--- src/core/blcr_map.svh ---
/*
 * register offsets, field positions and reset values of the sink current
 * and first user settings registers.
 * assumes inclusion by bare name from the register bank module.
 */
`ifndef BLCR_MAP_SVH
`define BLCR_MAP_SVH

`define BLCR_OFS_SINK_CURRENT 8'h02
`define BLCR_OFS_USER_ONE 8'h04
`define BLCR_RST_SINK_CURRENT 16'h0fff
`define BLCR_RST_USER_ONE 16'h08a3
`define BLCR_LEVEL_MSB 11
`define BLCR_LEVEL_LSB 0
`define BLCR_PSEUDO_BIT 14
`define BLCR_MODRATE_MSB 13
`define BLCR_MODRATE_LSB 12
`define BLCR_RANGE_MSB 11
`define BLCR_RANGE_LSB 10
`define BLCR_SRC_MSB 9
`define BLCR_SRC_LSB 8

`endif

--- src/core/blcr_pkg.sv ---
/*
 * types shared by the configuration register bank.
 * assumes blcr_map.svh is on the include path.
 */
package blcr_pkg;
    typedef logic [15:0] blcr_word_t;

    // modulation rate codes: 200 hz, 500 hz, 800 hz, 1.2 khz
    typedef enum logic [1:0] {
        BLCR_MOD_200HZ = 2'b00,
        BLCR_MOD_500HZ = 2'b01,
        BLCR_MOD_800HZ = 2'b10,
        BLCR_MOD_1K2HZ = 2'b11
    } blcr_modrate_e;

    // spread range codes: 3.3, 4.3, 5.3, 7.2 percent
    typedef enum logic [1:0] {
        BLCR_RANGE_3P3 = 2'b00,
        BLCR_RANGE_4P3 = 2'b01,
        BLCR_RANGE_5P3 = 2'b10,
        BLCR_RANGE_7P2 = 2'b11
    } blcr_range_e;

    typedef enum logic [1:0] {
        BLCR_SRC_PWM_PIN = 2'b00,
        BLCR_SRC_RSVD1 = 2'b01,
        BLCR_SRC_REGISTER = 2'b10,
        BLCR_SRC_RSVD3 = 2'b11
    } blcr_src_e;
endpackage

--- src/core/blcr_reg16.sv ---
/*
 * one 16-bit read/write storage register with a reset value.
 * assumes write strobe and data from logic on the same clock.
 */
`timescale 1ns/1ps
`default_nettype none

module blcr_reg16 #(
    parameter logic [15:0] RESET_VAL = 16'h0000
) (
    // clock and control
    input wire logic clk,
    input wire logic rst,
    input wire logic ce,
    // write side
    input wire logic wr_en,
    input wire logic [15:0] wr_data,
    // stored value
    output logic [15:0] q
);
    always_ff @(posedge clk) begin
        if (rst) begin
            q <= RESET_VAL;
        end else if (ce && wr_en) begin
            q <= wr_data;
        end
    end
endmodule // blcr_reg16

`default_nettype wire

--- src/core/blcr_regs.sv ---
/*
 * configuration register bank: sink current level and first user settings,
 * reached through a word-wide register port fed by the serial interface.
 * assumes the serial interface decodes frames on clk and presents one-cycle
 * read and write strobes with a byte offset; rst is synchronous.
 */
`timescale 1ns/1ps
`default_nettype none

`include "blcr_map.svh"

// Functional notes
// RULE1 - the sink current register is at offset 0x02, 16 bits, reset 0x0fff.
// RULE2 - bits 11..0 hold the read/write current level for all sinks, reset all ones.
// RULE3 - bits 15..12 of the sink current register are reserved read/write, reset zero.
// RULE4 - the first user settings register is at offset 0x04, 16 bits, reset 0x08a3.
// RULE5 - bit 15 of the user settings register is reserved read/write, reset zero.
// RULE6 - bit 14 enables pseudo-random spread modulation, reset zero.
// RULE7 - bits 13..12 pick modulation rate 200, 500, 800 hz or 1.2 khz, reset code 0.
// RULE8 - bits 11..10 pick spread range 3.3, 4.3, 5.3 or 7.2 percent, reset code 2.
// RULE9 - bits 9..8 pick brightness from the pwm pin (0) or register (2), reset 0.
// RULE10 - the host must not write source codes 1 or 3 and should keep reserved bits.
module blcr_regs
    import blcr_pkg::*;
#(
    parameter int ADDR_W = 8
) (
    // clock and reset
    input wire logic clk,
    input wire logic rst,
    input wire logic ce,
    // register port
    input wire logic [ADDR_W-1:0] reg_addr,
    input wire logic reg_wr,
    input wire logic reg_rd,
    input wire logic [15:0] reg_wdata,
    output logic [15:0] reg_rdata,
    output logic reg_rvalid,
    // configuration outputs
    output logic [11:0] sink_current_level,
    output logic spread_pseudo_en,
    output blcr_modrate_e spread_modulation_rate,
    output blcr_range_e boost_switching_oscillator_range,
    output blcr_src_e brightness_source_select,
    output logic use_brightness_setting_register
);

    // offset 0x04 needs at least three address bits
    if (ADDR_W < 3) begin : g_addr_w_check
        $error("blcr_regs: ADDR_W too small for offset 0x04");
    end

    ////////////////////////////////////////////////////////////////////////

    function automatic logic addr_hit(input logic [ADDR_W-1:0] a, input logic [7:0] ofs);
        addr_hit = (a == ADDR_W'(ofs));
    endfunction

    wire logic hit_cur;
    wire logic hit_usr;
    wire logic wr_cur;
    wire logic wr_usr;
    wire blcr_word_t cur_q;
    wire blcr_word_t usr_q;
    wire blcr_word_t rd_mux;

    // RULE1 offset decode
    assign hit_cur = addr_hit(reg_addr, `BLCR_OFS_SINK_CURRENT);
    // RULE4 offset decode
    assign hit_usr = addr_hit(reg_addr, `BLCR_OFS_USER_ONE);
    assign wr_cur = reg_wr && hit_cur;
    assign wr_usr = reg_wr && hit_usr;

    // unmapped offsets read as zero; writes there are dropped
    assign rd_mux = hit_cur ? cur_q : (hit_usr ? usr_q : 16'h0000);

    ////////////////////////////////////////////////////////////////////////

    // RULE2 level storage, reset all ones
    // RULE3 reserved nibble kept as written
    blcr_reg16 #(
        .RESET_VAL(`BLCR_RST_SINK_CURRENT)
    ) u_cur (
        .clk(clk),
        .rst(rst),
        .ce(ce),
        .wr_en(wr_cur),
        .wr_data(reg_wdata),
        .q(cur_q)
    );

    // RULE5 reserved bit kept as written
    // RULE10 reserved source codes stored as is, host must avoid them
    blcr_reg16 #(
        .RESET_VAL(`BLCR_RST_USER_ONE)
    ) u_usr (
        .clk(clk),
        .rst(rst),
        .ce(ce),
        .wr_en(wr_usr),
        .wr_data(reg_wdata),
        .q(usr_q)
    );

    ////////////////////////////////////////////////////////////////////////

    // outputs registered so the datapath sees clean flip-flop levels;
    // they trail the storage by one cycle
    always_ff @(posedge clk) begin
        if (rst) begin
            reg_rdata <= 16'h0000;
            reg_rvalid <= 1'b0;
            sink_current_level <= 12'hfff;
            spread_pseudo_en <= 1'b0;
            spread_modulation_rate <= BLCR_MOD_200HZ;
            boost_switching_oscillator_range <= BLCR_RANGE_5P3;
            brightness_source_select <= BLCR_SRC_PWM_PIN;
            use_brightness_setting_register <= 1'b0;
        end else if (ce) begin
            reg_rvalid <= reg_rd;
            if (reg_rd) begin
                reg_rdata <= rd_mux;
            end
            // RULE2 common sink level
            sink_current_level <= cur_q[`BLCR_LEVEL_MSB:`BLCR_LEVEL_LSB];
            // RULE6 pseudo-random enable
            spread_pseudo_en <= usr_q[`BLCR_PSEUDO_BIT];
            // RULE7 modulation rate
            spread_modulation_rate <= blcr_modrate_e'(usr_q[`BLCR_MODRATE_MSB:`BLCR_MODRATE_LSB]);
            // RULE8 spread range
            boost_switching_oscillator_range <=
                blcr_range_e'(usr_q[`BLCR_RANGE_MSB:`BLCR_RANGE_LSB]);
            // RULE9 brightness source
            brightness_source_select <= blcr_src_e'(usr_q[`BLCR_SRC_MSB:`BLCR_SRC_LSB]);
            // reserved codes fall back to the pwm pin rather than guess
            use_brightness_setting_register <=
                (usr_q[`BLCR_SRC_MSB:`BLCR_SRC_LSB] == BLCR_SRC_REGISTER);
        end
    end

    ////////////////////////////////////////////////////////////////////////

    property p_cur_reset;
        @(posedge clk) disable iff (rst) $fell(rst) |-> cur_q == `BLCR_RST_SINK_CURRENT;
    endproperty
    a_cur_reset: assert property (p_cur_reset) else $error("sink current reset wrong"); // RULE1

    property p_level_follow;
        @(posedge clk) disable iff (rst)
            ce && wr_cur ##1 ce |=> sink_current_level == $past(reg_wdata[11:0], 2);
    endproperty
    a_level_follow: assert property (p_level_follow) else $error("level not applied"); // RULE2

    property p_rsvd_cur;
        @(posedge clk) disable iff (rst)
            ce && wr_cur |=> cur_q[15:12] == $past(reg_wdata[15:12]);
    endproperty
    a_rsvd_cur: assert property (p_rsvd_cur) else $error("reserved nibble lost"); // RULE3

    property p_usr_reset;
        @(posedge clk) disable iff (rst) $fell(rst) |-> usr_q == `BLCR_RST_USER_ONE;
    endproperty
    a_usr_reset: assert property (p_usr_reset) else $error("user settings reset wrong"); // RULE4

    property p_rsvd_usr;
        @(posedge clk) disable iff (rst)
            ce && wr_usr |=> usr_q[15] == $past(reg_wdata[15]);
    endproperty
    a_rsvd_usr: assert property (p_rsvd_usr) else $error("reserved bit lost"); // RULE5

    property p_pseudo;
        @(posedge clk) disable iff (rst)
            ce && wr_usr ##1 ce |=> spread_pseudo_en == $past(reg_wdata[14], 2);
    endproperty
    a_pseudo: assert property (p_pseudo) else $error("pseudo enable wrong"); // RULE6

    property p_modrate;
        @(posedge clk) disable iff (rst)
            ce && wr_usr ##1 ce |=> spread_modulation_rate == $past(reg_wdata[13:12], 2);
    endproperty
    a_modrate: assert property (p_modrate) else $error("modulation rate wrong"); // RULE7

    property p_range;
        @(posedge clk) disable iff (rst)
            ce && wr_usr ##1 ce |=> boost_switching_oscillator_range == $past(reg_wdata[11:10], 2);
    endproperty
    a_range: assert property (p_range) else $error("spread range wrong"); // RULE8

    property p_src;
        @(posedge clk) disable iff (rst)
            ce && wr_usr ##1 ce |=>
                use_brightness_setting_register == ($past(reg_wdata[9:8], 2) == 2'b10);
    endproperty
    a_src: assert property (p_src) else $error("brightness source wrong"); // RULE9

    property p_readback;
        @(posedge clk) disable iff (rst)
            ce && reg_rd && hit_usr && !reg_wr |=> reg_rvalid && reg_rdata == $past(usr_q);
    endproperty
    a_readback: assert property (p_readback) else $error("readback wrong"); // RULE4

    property p_out_reset;
        @(posedge clk) disable iff (rst)
            $fell(rst) |-> {4'h0, sink_current_level} == `BLCR_RST_SINK_CURRENT
                && boost_switching_oscillator_range == BLCR_RANGE_5P3
                && brightness_source_select == BLCR_SRC_PWM_PIN;
    endproperty
    a_out_reset: assert property (p_out_reset) else $error("output reset wrong"); // RULE8

    property p_cur_hold;
        @(posedge clk) disable iff (rst)
            !(ce && wr_cur) |=> cur_q == $past(cur_q);
    endproperty
    a_cur_hold: assert property (p_cur_hold) else $error("sink current moved"); // RULE1

    property p_usr_hold;
        @(posedge clk) disable iff (rst)
            !(ce && wr_usr) |=> usr_q == $past(usr_q);
    endproperty
    a_usr_hold: assert property (p_usr_hold) else $error("user settings moved"); // RULE4

    property p_rvalid_only_read;
        @(posedge clk) disable iff (rst)
            ce && !reg_rd |=> !reg_rvalid;
    endproperty
    a_rvalid_only_read: assert property (p_rvalid_only_read) else $error("stray valid"); // RULE1

endmodule // blcr_regs

`default_nettype wire

--- config.mk ---
export PLATFORM = sky130hd
export DESIGN_NAME = blcr_regs
export DESIGN_NICKNAME = d
export VERILOG_FILES = /design/src/core/blcr_pkg.sv /design/src/core/blcr_reg16.sv /design/src/core/blcr_regs.sv
export VERILOG_INCLUDE_DIRS = /design/src /design/src/core
export SDC_FILE = /design/constraint.sdc
export NUM_CORES = 1
export LEC_CHECK = 0
export BUFFER_PORTS_ARGS = -buffer_cell sky130_fd_sc_hd__clkbuf_2
export CORE_MARGIN = 4
export CORE_UTILIZATION = 25
export DETAILED_ROUTE_END_ITERATION = 6
export PLACE_DENSITY_LB_ADDON = 0.15
export SLEW_MARGIN = 40
export SYNTH_ARGS = -nofsm -noshare
export SYNTH_HDL_FRONTEND = slang
export SYNTH_SLANG_ARGS = --single-unit
--- constraint.sdc ---
create_clock -name clk -period 2.4 [get_ports clk]
set_input_delay 0.48 -clock clk [delete_from_list [all_inputs] [get_ports clk]]
set_output_delay 0.48 -clock clk [all_outputs]
set_load 0.01 [all_outputs]
## Yosys cells after proc, flatten, opt, wreduce, memory -nomap -nowiden

Index checks and enable logic that the tools add are counted.

| word-level totals | value |
|---|---|
| register bits | 69 |
| input bits | 29 |
| output and inout port bits | 37 |
| word-level logic and storage cells | 20 |

| operators by class | value |
|---|---|
| eq/ne operators | 3 |
| muxes and demuxes | 2 |
| reductions and logical operators | 5 |

Operators by type and width:

| kind | number |
|---|---|
| 16-bit 2-to-1 mux | 2 |
| 8-bit by 2-bit equality test with 1-bit output, second input constant | 1 |
| 8-bit by 3-bit equality test with 1-bit output, second input constant | 1 |
| 1-bit logical AND | 4 |
| 2-bit equality test, second input constant | 1 |
| 2-bit AND reduction | 1 |

## Longest topological paths before layout

Gate-level depths: netlist of the first run.

| depth | value |
|---|---|
| word-level depth | 3 |
| gate-level depth with buffers | 6 |
| mapped depth without buffers | 4 |

## Cells and area by module

A second synthesis of the first run with hierarchy kept.

| second synthesis, totals | value |
|---|---|
| cell total of the unflattened synthesis | 292 |
| area total of the unflattened synthesis | 2939.1 um^2 |

By module, submodules not included:

| module | instances | cells each | area each (um^2) | sequential area each (um^2) |
|---|---|---|---|---|
| blcr_regs | 1 | 164 | 1575.3 | 740.7 |
| blcr_reg16 (u_usr) | 1 | 68 | 724.4 | 320.3 |
| blcr_reg16 (u_cur) | 1 | 60 | 639.4 | 320.3 |

## Least setup slack after synthesis of the first run

Ideal clock, no wire load.

| timing path | value |
|---|---|
| kind | input to register |
| start | input port reg_addr[0] |
| end | register u_cur.q[11] |
| setup time | 120 ps |
| arrival time | 2114 ps |
| data required time | 2280 ps |
| slack | 167 ps |
| cell stages on the path | 5 |
| buffers on the path | 2 |
| cells stage by stage | or4_4 > or4_1 > buf_2 > buf_6 > a211o_1 |

| on the way | value |
|---|---|
| cells in the longest elaborated chain, start to end | 3 |

RTL lines:

| what | line | RTL |
|---|---|---|
| from (decl) | blcr_regs.sv:33 | `input wire logic [ADDR_W-1:0] reg_addr,` |
| 8-bit by 2-bit equality test with 1-bit output | blcr_regs.sv:56 | `addr_hit = (a == ADDR_W'(ofs));` |
| 1-bit logical AND | blcr_regs.sv:71 | `assign wr_cur = reg_wr && hit_cur;` |
| 1-bit logical AND | blcr_reg16.sv:24 | `end else if (ce && wr_en) begin` |
| to (signal assigned) | blcr_reg16.sv:25 | `q <= wr_data;` |
| to (decl) | blcr_reg16.sv:19 | `output logic [15:0] q` |

No other way between the ends.
A chain may end at the register's enable or synchronous reset.

## Worst setup path in the final report of the first run

| timing path | value |
|---|---|
| start | input port reg_addr[0] |
| end | register u_cur.q[9] |

The elaborated chain is that of the path after synthesis.

==> flow_summary_export.csv, run 1 <==
group,metric,value,unit
status,status,"finished, final reports clean",
critical_path,regToRegSetupSlack,1.32,ns
global_route,gr-total-overflow,0,
drt,drtAntennaViolNets,0,
layout,drive_above_1_share,0.278,
timing,min_period,1.93,ns
critical_path,crit_arrival,2.16,ns
yosys,synthCells,274,
drt,drtIter0Drc,44,
floorplan,die_area,0.0121,mm^2
layout,final_util,0.333,
layout,ff_latch_area,0.00138,mm^2
layout,nNetsFinal,369,
power,p_int,1.67,mW
critical_path,reg2regPathDepth,3,
clock_network,holdBufCountCts,0,
yosys,syn_area,0.00259,mm^2
yosys,seq_area_frac_synth,0.532,
critical_path,crit_required,2.63,ns
global_route,grt_pass1_wl,10.5,mm
global_route,first_global_vias,2024,
layout,layout_commonest_cell,"dfxtp_1",
clock_network,clk_pin_slew,0.08,ns
global_route,grt_max_degree,36,
critical_path,crit_path_end_kind,"flop",
timing,relSlewSlack,0.663,
global_route,grt_use_total,0.114,
placement,dpl.hpwl,4.30,mm
floorplan,ioPinCount,66,
yosys,synth_compound_area_frac,0.149,
yosys,synth-xor-area-share,0,
critical_path,r2r-start,"u_cur.q[6]$_SDFFE_PP1P_",
timing,hold_violations,0,
timing,timing.final.crit_share,0.804,
flow_run,maxCapViolations,0,
clock_network,ctsResizeCount,0,
timing,rsz0062_at_grt,"no",
yosys,synth_top_family_by_area,"simple AND/OR/NAND/NOR gates",
critical_path,path_max_fanout,28,
floorplan,die_x,110,um
yosys,synthSimpleGateAreaFrac,0.184,
yosys,syn-num-nets,303,
global_route,antenna_found_initial,0,
power,power_frac_clock,0.411,
drt,wirelength,6.35,mm
placement,io_buffers,65,
placement,dpl_worst_slack,0.123,ns
clock_network,cts.root.buffer_cell,"clkbuf_8",
drt,drt_drc_violations_left,0,
clock_network,cts_buffers,9,
clock_network,clock_latency,0.34,ns
floorplan,start_util,0.261,
timing,worst_slew_pin_slew,0.504,ns
layout,filler_cell_count,1088,
clock_network,cts.sinks,69,
clock_network,cts_buffer_depth,2,
power,seqPwrFrac,0.531,
timing,finalSetupTns,0,ns
power,power_density,661,mW/mm^2
power,worst_ir_drop_vdd,0.339,mV
power,power.switching,519,uW
power,p_leak,1.45,nW
power,p_sw_frac,0.237,
timing,slew_violations,0,
drt,routedWlPerCell,13.3,um
critical_path,crit_type,"input port to flop",
critical_path,critical_path.max_stage_delay,0.58,ns
critical_path,crit_slowest_cell,"or4_1",
layout,layout.cells.most_common_list,"dfxtp_1 (69), clkbuf_2 (65), nor2_1 (38)",
timing,max_freq,0.518,GHz
clock_network,cts_max_level,3,
timing,fin_ws,0.471,ns
drt,drt_first_pass_iters,4,
min_path,hold_class,"input port to flop",
critical_path,reg2reg_to,"reg_rdata[6]$_SDFFE_PP0P_",
yosys,yosys.area_share.adder,0,
yosys,synth_seq_cells,69,
min_path,hold_depth,3,
layout,area_delta_synth_final,27.8,%
floorplan,die_h,110,um
floorplan,core,0.00995,mm^2
power,combPwrFrac,0.058,
yosys,ys_types,23,
min_path,worstHoldStart,"reg_wdata[9]",
drt,vias,2058,
critical_path,cp_cell_sequence,"clkbuf_2 -> or4_4 -> or4_1 -> buf_12 -> a211o_1",
critical_path,critPathLaunchType,"input port",
timing,fin_skew,0.00824,ns
clock_network,cts_tree,"yes",
timing,setup_viol,0,
min_path,min_to,"u_usr.q[9]$_SDFFE_PP0P_",
layout,multiInputGateArea,0.00111,mm^2
yosys,synth_mux_area_frac,0.0810,
floorplan,row_count,36,
clock_network,cts_setup_buffers,0,
yosys,yosys_warnings,0,
drt,drt-vias-per-instance,4.31,
placement,routabilityCongestion,0.661,
yosys,avgSynthCellArea,9.47,um^2
layout,diodes,0,
kinds of logic after synthesis:
logic type	count (synthesis)
compound gates	50
flops	69
simple gates	103
mux	21
buf+inv	31
sequential cells by signal (all words and copies together), names as in the netlist:
register	count
boost_switching_oscillator_range	2
brightness_source_select	2
reg_rdata	16
reg_rvalid	1
sink_current_level	12
spread_modulation_rate	2
spread_pseudo_en	1
u_cur.q	16
u_usr.q	16
use_brightness_setting_register	1
per-stage QoR:
| step | hold WS [ns] | instance area [um^2] | power, mW | cells |
|---|---|---|---|---|
| floorplan | 0.415 | 2590 | 1.26 | 274 |
| global placement | 0.428 | 3110 | 1.32 | 462 |
| detailed placement | 0.430 | 3120 | 1.32 | 462 |
| CTS | 0.376 | 3320 | 2.24 | 478 |
| global route | 0.394 | 3320 | 2.30 | 478 |
| finish | 0.397 | 3320 | 2.19 | 478 |
cells in the mapped netlist (all sizes together):
cell,instances,area share
nand3b,4,0.012
nand2,33,0.048
clkbuf,12,0.017
buf,7,0.018
mux2i,21,0.081
or2,1,0.0024
a21oi,9,0.017
a22oi,15,0.043
nand2b,4,0.0096
a211o,25,0.084
nor3,5,0.0096
nor2,38,0.055
nor4,3,0.0096
nor2b,13,0.031
or4,2,0.0072
inv,12,0.017
a2111o,1,0.0043
dfxtp,69,0.53
layer usage:
layer,track usage,up-vias,share of wire
met5,0,-,0
met4,0.0294,0,0.011
met3,0.0470,5,0.063
met2,0.185,48,0.46
met1,0.140,933,0.47
li1,-,1072,-
worst max-delay path, delay by kind of cell:
kind	cells	cell delay (ns)
buffers and inverters	2	0.28
AOI/OAI and AO/OA	1	0.29
and+or+nand+nor	2	1.10
power by group through the flow:
stage               Sequential [mW]  Combinational [mW]  Clock, mW
global route                   1.16               0.144      0.993
global placement               1.19               0.131          0
detailed placement             1.19               0.131          0
CTS                            1.16               0.131      0.943
floorplan                      1.19              0.0614          0
finish                         1.16               0.127      0.900
layout make-up:
type	instances	area share
Timing Repair Buffer	74	0.126
Inverter	12	0.0136
Clock inverter	4	0.00943
Sequential cell	69	0.417
Multi-Input combinational cell	174	0.334
Clock buffer	12	0.0498
Tap cell	133	0.0502
worst max path at each step:
| stage | cells past startpoint | slack, ns | start | to |
|---|---|---|---|---|
| detailed placement | 5 | 0.12 | reg_addr[0] | u_cur.q[10]$_SDFFE_PP1P_ |
| finish | 5 | 0.47 | reg_addr[0] | u_cur.q[9]$_SDFFE_PP1P_ |
| global route | 7 | 0.39 | reg_addr[0] | u_usr.q[10]$_SDFFE_PP0P_ |
| global placement | 5 | 0.14 | reg_addr[0] | u_cur.q[1]$_SDFFE_PP1P_ |
| CTS | 5 | 0.48 | reg_addr[0] | u_cur.q[7]$_SDFFE_PP1P_ |
| floorplan | 5 | 0.17 | reg_addr[0] | u_cur.q[11]$_SDFFE_PP1P_ |
Note: power is estimated with default switching activity, not from simulation.
==> run 2: changes to the inputs <==
==> constraint.sdc (replaced) <==
create_clock -name clk -period 1.77 [get_ports clk]
set_input_delay 0.354 -clock clk [delete_from_list [all_inputs] [get_ports clk]]
set_output_delay 0.354 -clock clk [all_outputs]
set_load 0.01 [all_outputs]
==> run 2 against run 1 <==
  * Hold slack lost 0.12 ns
  * First-iteration DRC count grew 55%
  * Clock-buffer cell count up 1
  * Utilization grew 0.13 points
  * Clock power up 32%
  * Flip-flop and latch count unchanged
  * Die area unchanged
  * Setup slack worse by 0.42 ns
  * Global-route usage increased by 0.42 points
  * Critical path depth shrank 1
  * Critical path type unchanged
==> flow_summary_export.csv, run 2 (same netlist as run 1, synthesis figures left out) <==
group,metric,value,unit
clock_network,ctsResizeCount,0,
floorplan,row_count,36,
timing,rsz0062_at_grt,"no",
clock_network,cts_setup_buffers,0,
timing,setup_viol,0,
timing,fin_skew,0.00977,ns
critical_path,crit_type,"input port to flop",
clock_network,cts_buffer_depth,2,
critical_path,crit_arrival,1.94,ns
floorplan,die_area,0.0121,mm^2
global_route,antenna_found_initial,0,
placement,io_buffers,65,
timing,slew_violations,0,
clock_network,cts_buffers,9,
power,p_leak,1.47,nW
power,combPwrFrac,0.061,
critical_path,crit_path_end_kind,"flop",
clock_network,clock_latency,0.34,ns
drt,drt-vias-per-instance,4.35,
power,seqPwrFrac,0.536,
timing,min_period,1.72,ns
drt,routedWlPerCell,13.9,um
floorplan,start_util,0.261,
timing,hold_violations,0,
critical_path,critPathLaunchType,"input port",
clock_network,holdBufCountCts,0,
drt,vias,2090,
clock_network,cts_tree,"yes",
drt,wirelength,6.68,mm
power,power_frac_clock,0.403,
layout,nNetsFinal,372,
layout,filler_cell_count,1098,
placement,dpl.hpwl,4.45,mm
global_route,grt_max_degree,32,
floorplan,die_x,110,um
floorplan,ioPinCount,66,
global_route,grt_use_total,0.118,
critical_path,crit_required,1.99,ns
clock_network,clk_pin_slew,0.07,ns
drt,drt_first_pass_iters,4,
timing,max_freq,0.582,GHz
drt,drtIter0Drc,68,
layout,drive_above_1_share,0.274,
layout,layout_commonest_cell,"dfxtp_1",
timing,worst_slew_pin_slew,0.501,ns
drt,drt_drc_violations_left,0,
global_route,grt_pass1_wl,10.8,mm
clock_network,cts.root.buffer_cell,"clkbuf_8",
layout,diodes,0,
layout,top_regs,"reg_rdata x16, u_cur.q x16, u_usr.q x16",
status,status,"finished, final reports clean",
drt,drtAntennaViolNets,0,
global_route,first_global_vias,2080,
layout,final_util,0.334,
clock_network,cts.sinks,69,
layout,layout.cells.most_common_list,"dfxtp_1 (69), clkbuf_2 (65), nor2_1 (38)",
min_path,hold_depth,3,
floorplan,die_h,110,um
timing,relSlewSlack,0.666,
critical_path,path_max_fanout,28,
critical_path,reg2regPathDepth,3,
critical_path,regToRegSetupSlack,0.71,ns
flow_run,maxCapViolations,0,
power,p_sw_frac,0.223,
floorplan,core,0.00995,mm^2
layout,area_delta_synth_final,28.3,%
timing,finalSetupTns,0,ns
power,worst_ir_drop_vdd,0.376,mV
power,p_int,2.29,mW
timing,timing.final.crit_share,0.972,
clock_network,cts_max_level,3,
global_route,gr-total-overflow,0,
power,power.switching,656,uW
min_path,hold_class,"input port to flop",
placement,routabilityCongestion,0.676,
power,power_density,885,mW/mm^2
[run 2: cell types whose count changed in the layout (fill, tap and decap cells not counted), moves of 3 or more]
cell        delta
clkbuf_1       +4
buf_4          +3
clkinvlp_4     -3
clkbuf_8       -3
[run 2: layout make-up]
class	instances	area, um^2	area share
inverters	12	45.0	0.0135
multi-input cells	174	1120	0.337
clock inverters	2	35.0	0.0105
well taps	133	166	0.0500
clock buffers	13	139	0.0417
repair buffers	77	440	0.132
flip-flops and latches	69	1380	0.415
[run 2: worst paths after layout]
check | start | end
worst max-delay path | reg_addr[6] | u_cur.q[11]$_SDFFE_PP1P_
worst max register to register | u_cur.q[6]$_SDFFE_PP1P_ | reg_rdata[6]$_SDFFE_PP0P_
worst min-delay path | reg_wdata[8] | u_usr.q[8]$_SDFFE_PP0P_
worst min register to register | u_usr.q[5]$_SDFFE_PP1P_ | reg_rdata[5]$_SDFFE_PP0P_
[run 2: power groups by stage]
stage | combinational, mW | sequential [mW] | clock [mW]
global placement | 0.182 | 1.61 | 0
floorplan | 0.0845 | 1.62 | 0
global route | 0.203 | 1.58 | 1.31
finish | 0.180 | 1.58 | 1.19
CTS | 0.183 | 1.58 | 1.25
detailed placement | 0.182 | 1.61 | 0
[run 2: metrics by stage]
| step | cell area, um^2 | cells | hold WS [ns] | setup slack [ns] | total power [mW] |
|---|---|---|---|---|---|
| floorplan | 2610 | 274 | 0.415 | -0.197 | 1.70 |
| global placement | 3150 | 465 | 0.428 | -0.284 | 1.79 |
| detailed placement | 3150 | 465 | 0.427 | -0.296 | 1.79 |
| CTS | 3320 | 480 | 0.262 | 0.0658 | 3.01 |
| global route | 3330 | 480 | 0.272 | 0.0237 | 3.09 |
| finish | 3330 | 480 | 0.281 | 0.0504 | 2.94 |
[run 2: worst max-delay path, cell delays in order]
cell and delay, ns:
clkbuf_2 0.08, or4_4 0.56, or4_4 0.62, a211o_1 0.32
[run 2: routing by layer]
metal / global-route usage / up-vias / wire length, um
li1: - / 1076 / -
met1: 0.147 / 965 / 3140
met2: 0.191 / 44 / 3120
met3: 0.0452 / 5 / 372
met4: 0.0321 / 0 / 48
met5: 0 / - / 0
==> run 3: changes to the inputs <==
--- a/config.mk
+++ b/config.mk
@@ -7,7 +7,7 @@
 export NUM_CORES = 1
 export LEC_CHECK = 0
 export BUFFER_PORTS_ARGS = -buffer_cell sky130_fd_sc_hd__clkbuf_2
-export CORE_MARGIN = 4
+export CORE_MARGIN = 3
 export CORE_UTILIZATION = 25
 export DETAILED_ROUTE_END_ITERATION = 6
 export PLACE_DENSITY_LB_ADDON = 0.15
==> constraint.sdc (replaced) <==
create_clock -name clk -period 2 [get_ports clk]
set_input_delay 0.4 -clock clk [delete_from_list [all_inputs] [get_ports clk]]
set_output_delay 0.4 -clock clk [all_outputs]
set_load 0.01 [all_outputs]
==> run 3 against run 2 <==
  * Critical path depth did not move
  * Combinational power shrank 12%
  * Utilization about the same
  * Die area decreased by 3.6%
  * Clock skew is 0.0061 ns lower
  * Highest routed layer unchanged
  * Largest cell class unchanged
  * First-iteration DRC count increased by 32%
  * Sequential power down 11%
  * Cell count down 0.42%
  * Critical endpoint is now u_cur.q[1]$_SDFFE_PP1P_
  * Register-to-register slack improved by 0.20 ns
  * Non-clock buffer count shrank 2
  * Global-route usage increased by 0.26 points
==> flow_summary_export.csv, run 3 (same netlist as run 1, synthesis figures left out) <==
group,metric,value,unit
placement,placed_area,0.00313,mm^2
timing,fin_skew,0.00368,ns
clock_network,cts.root.buffer_cell,"clkbuf_8",
power,p_leak,1.47,nW
floorplan,die_x,108,um
layout,top_regs,"reg_rdata x16, u_cur.q x16, u_usr.q x16",
global_route,grt_use_total,0.121,
critical_path,path_max_fanout,27,
layout,final_cell_area,0.00333,mm^2
layout,nNetsFinal,370,
global_route,gr-total-overflow,0,
min_path,hold_class,"input port to flop",
layout,filler_cell_count,1071,
drt,drtAntennaViolNets,0,
global_route,grt_pass1_wl,10.8,mm
clock_network,cts_setup_buffers,0,
layout,final_util,0.335,
floorplan,ioPinCount,66,
clock_network,cts.sinks,69,
clock_network,ctsResizeCount,0,
placement,routabilityCongestion,0.719,
critical_path,crit_required,2.22,ns
drt,routedWlPerCell,13.9,um
timing,hold_violations,0,
clock_network,cts_buffers,9,
layout,drive_above_1_share,0.272,
drt,drt_first_pass_iters,4,
flow_run,maxCapViolations,0,
drt,drtIter0Drc,90,
critical_path,crit_type,"input port to flop",
floorplan,die_h,108,um
power,worst_ir_drop_vdd,0.399,mV
placement,dpl_worst_slack,-0.137,ns
global_route,first_global_vias,2072,
critical_path,crit_arrival,2.02,ns
floorplan,die_area,0.0116,mm^2
drt,drt_drc_violations_left,0,
floorplan,row_count,36,
timing,setup_viol,0,
clock_network,cts_tree,"yes",
timing,fin_ws,0.201,ns
drt,drt-vias-per-instance,4.38,
clock_network,clock_latency,0.33,ns
timing,min_period,1.80,ns
drt,vias,2095,
timing,slew_violations,0,
timing,relSlewSlack,0.654,
status,status,"finished, final reports clean",
timing,worst_slew_pin_slew,0.517,ns
placement,io_buffers,65,
floorplan,start_util,0.261,
clock_network,cts_buffer_depth,2,
floorplan,core,0.00995,mm^2
layout,layout_commonest_cell,"dfxtp_1",
layout,area_delta_synth_final,28.4,%
power,power_density,801,mW/mm^2
drt,wirelength,6.62,mm
critical_path,crit_path_end_kind,"flop",
timing,timing.final.crit_share,0.899,
clock_network,clk_pin_slew,0.07,ns
clock_network,cts_max_level,3,
timing,rsz0062_at_grt,"no",
critical_path,critPathLaunchType,"input port",
placement,dpl.hpwl,4.40,mm
global_route,grt_max_degree,33,
layout,layout.cells.most_common_list,"dfxtp_1 (69), clkbuf_2 (65), nor2_1 (38)",
global_route,antenna_found_initial,0,
timing,max_freq,0.556,GHz
clock_network,holdBufCountCts,0,
layout,diodes,0,
==> run 3: changes by cell type in the layout (fill, tap and decap cells not counted), sizes merged <==
| cell | delta |
|---|---|
| buf | -2 |
| clkbuf | +1 |
| clkinv | -1 |
==> run 3: final cells by class <==
type                            instances  area, um^2  share of cell area
Clock buffer                           14         163              0.0488
Clock inverter                          1        30.0             0.00901
Inverter                               12        45.0              0.0135
Multi-Input combinational cell        174        1120               0.336
Sequential cell                        69        1380               0.415
Tap cell                              133         166              0.0499
Timing Repair Buffer                   75         425               0.128
==> run 3: report_power, final <==
| part | leakage [nW] | switching (mW) | total, mW | internal [mW] |
|---|---|---|---|---|
| Combinational | 0.813 | 0.0928 | 0.158 | 0.0652 |
| Sequential | 0.559 | 0.00714 | 1.40 | 1.39 |
| Clock | 0.0968 | 0.474 | 1.11 | 0.640 |
==> run 3: worst paths after layout <==
check / start / slack (ns) / end / cells past startpoint
setup / recovery: reg_addr[6] / 0.20 / u_cur.q[1]$_SDFFE_PP1P_ / 4
hold / removal: reg_wdata[9] / 0.32 / u_usr.q[9]$_SDFFE_PP0P_ / 3
setup reg to reg: u_cur.q[6]$_SDFFE_PP1P_ / 0.91 / reg_rdata[6]$_SDFFE_PP0P_ / 3
hold reg to reg: u_usr.q[1]$_SDFFE_PP1P_ / 0.44 / reg_rdata[1]$_SDFFE_PP0P_ / 2
==> run 3: critical path: stages <==
cell and delay (ns):
clkbuf_2 0.08, or4_4 0.56, or4_4 0.62, a211o_1 0.35
==> run 3: per-layer routing <==
layer,global-route usage,vias up,wire length [um]
li1,-,1075,-
met1,0.158,965,3160
met2,0.186,53,3050
met5,0,-,0
met3,0.0510,2,379
met4,0.0243,0,31
==> run 3: through the flow <==
step	hold slack (ns)	power (mW)	instances	setup TNS, ns
final	0.323	2.67	478	0
after global placement	0.427	1.59	463	-1.56
after global routing	0.323	2.81	478	0
after detailed placement	0.429	1.59	463	-1.72
after CTS	0.308	2.72	478	0
after floorplan	0.415	1.51	274	-0.309
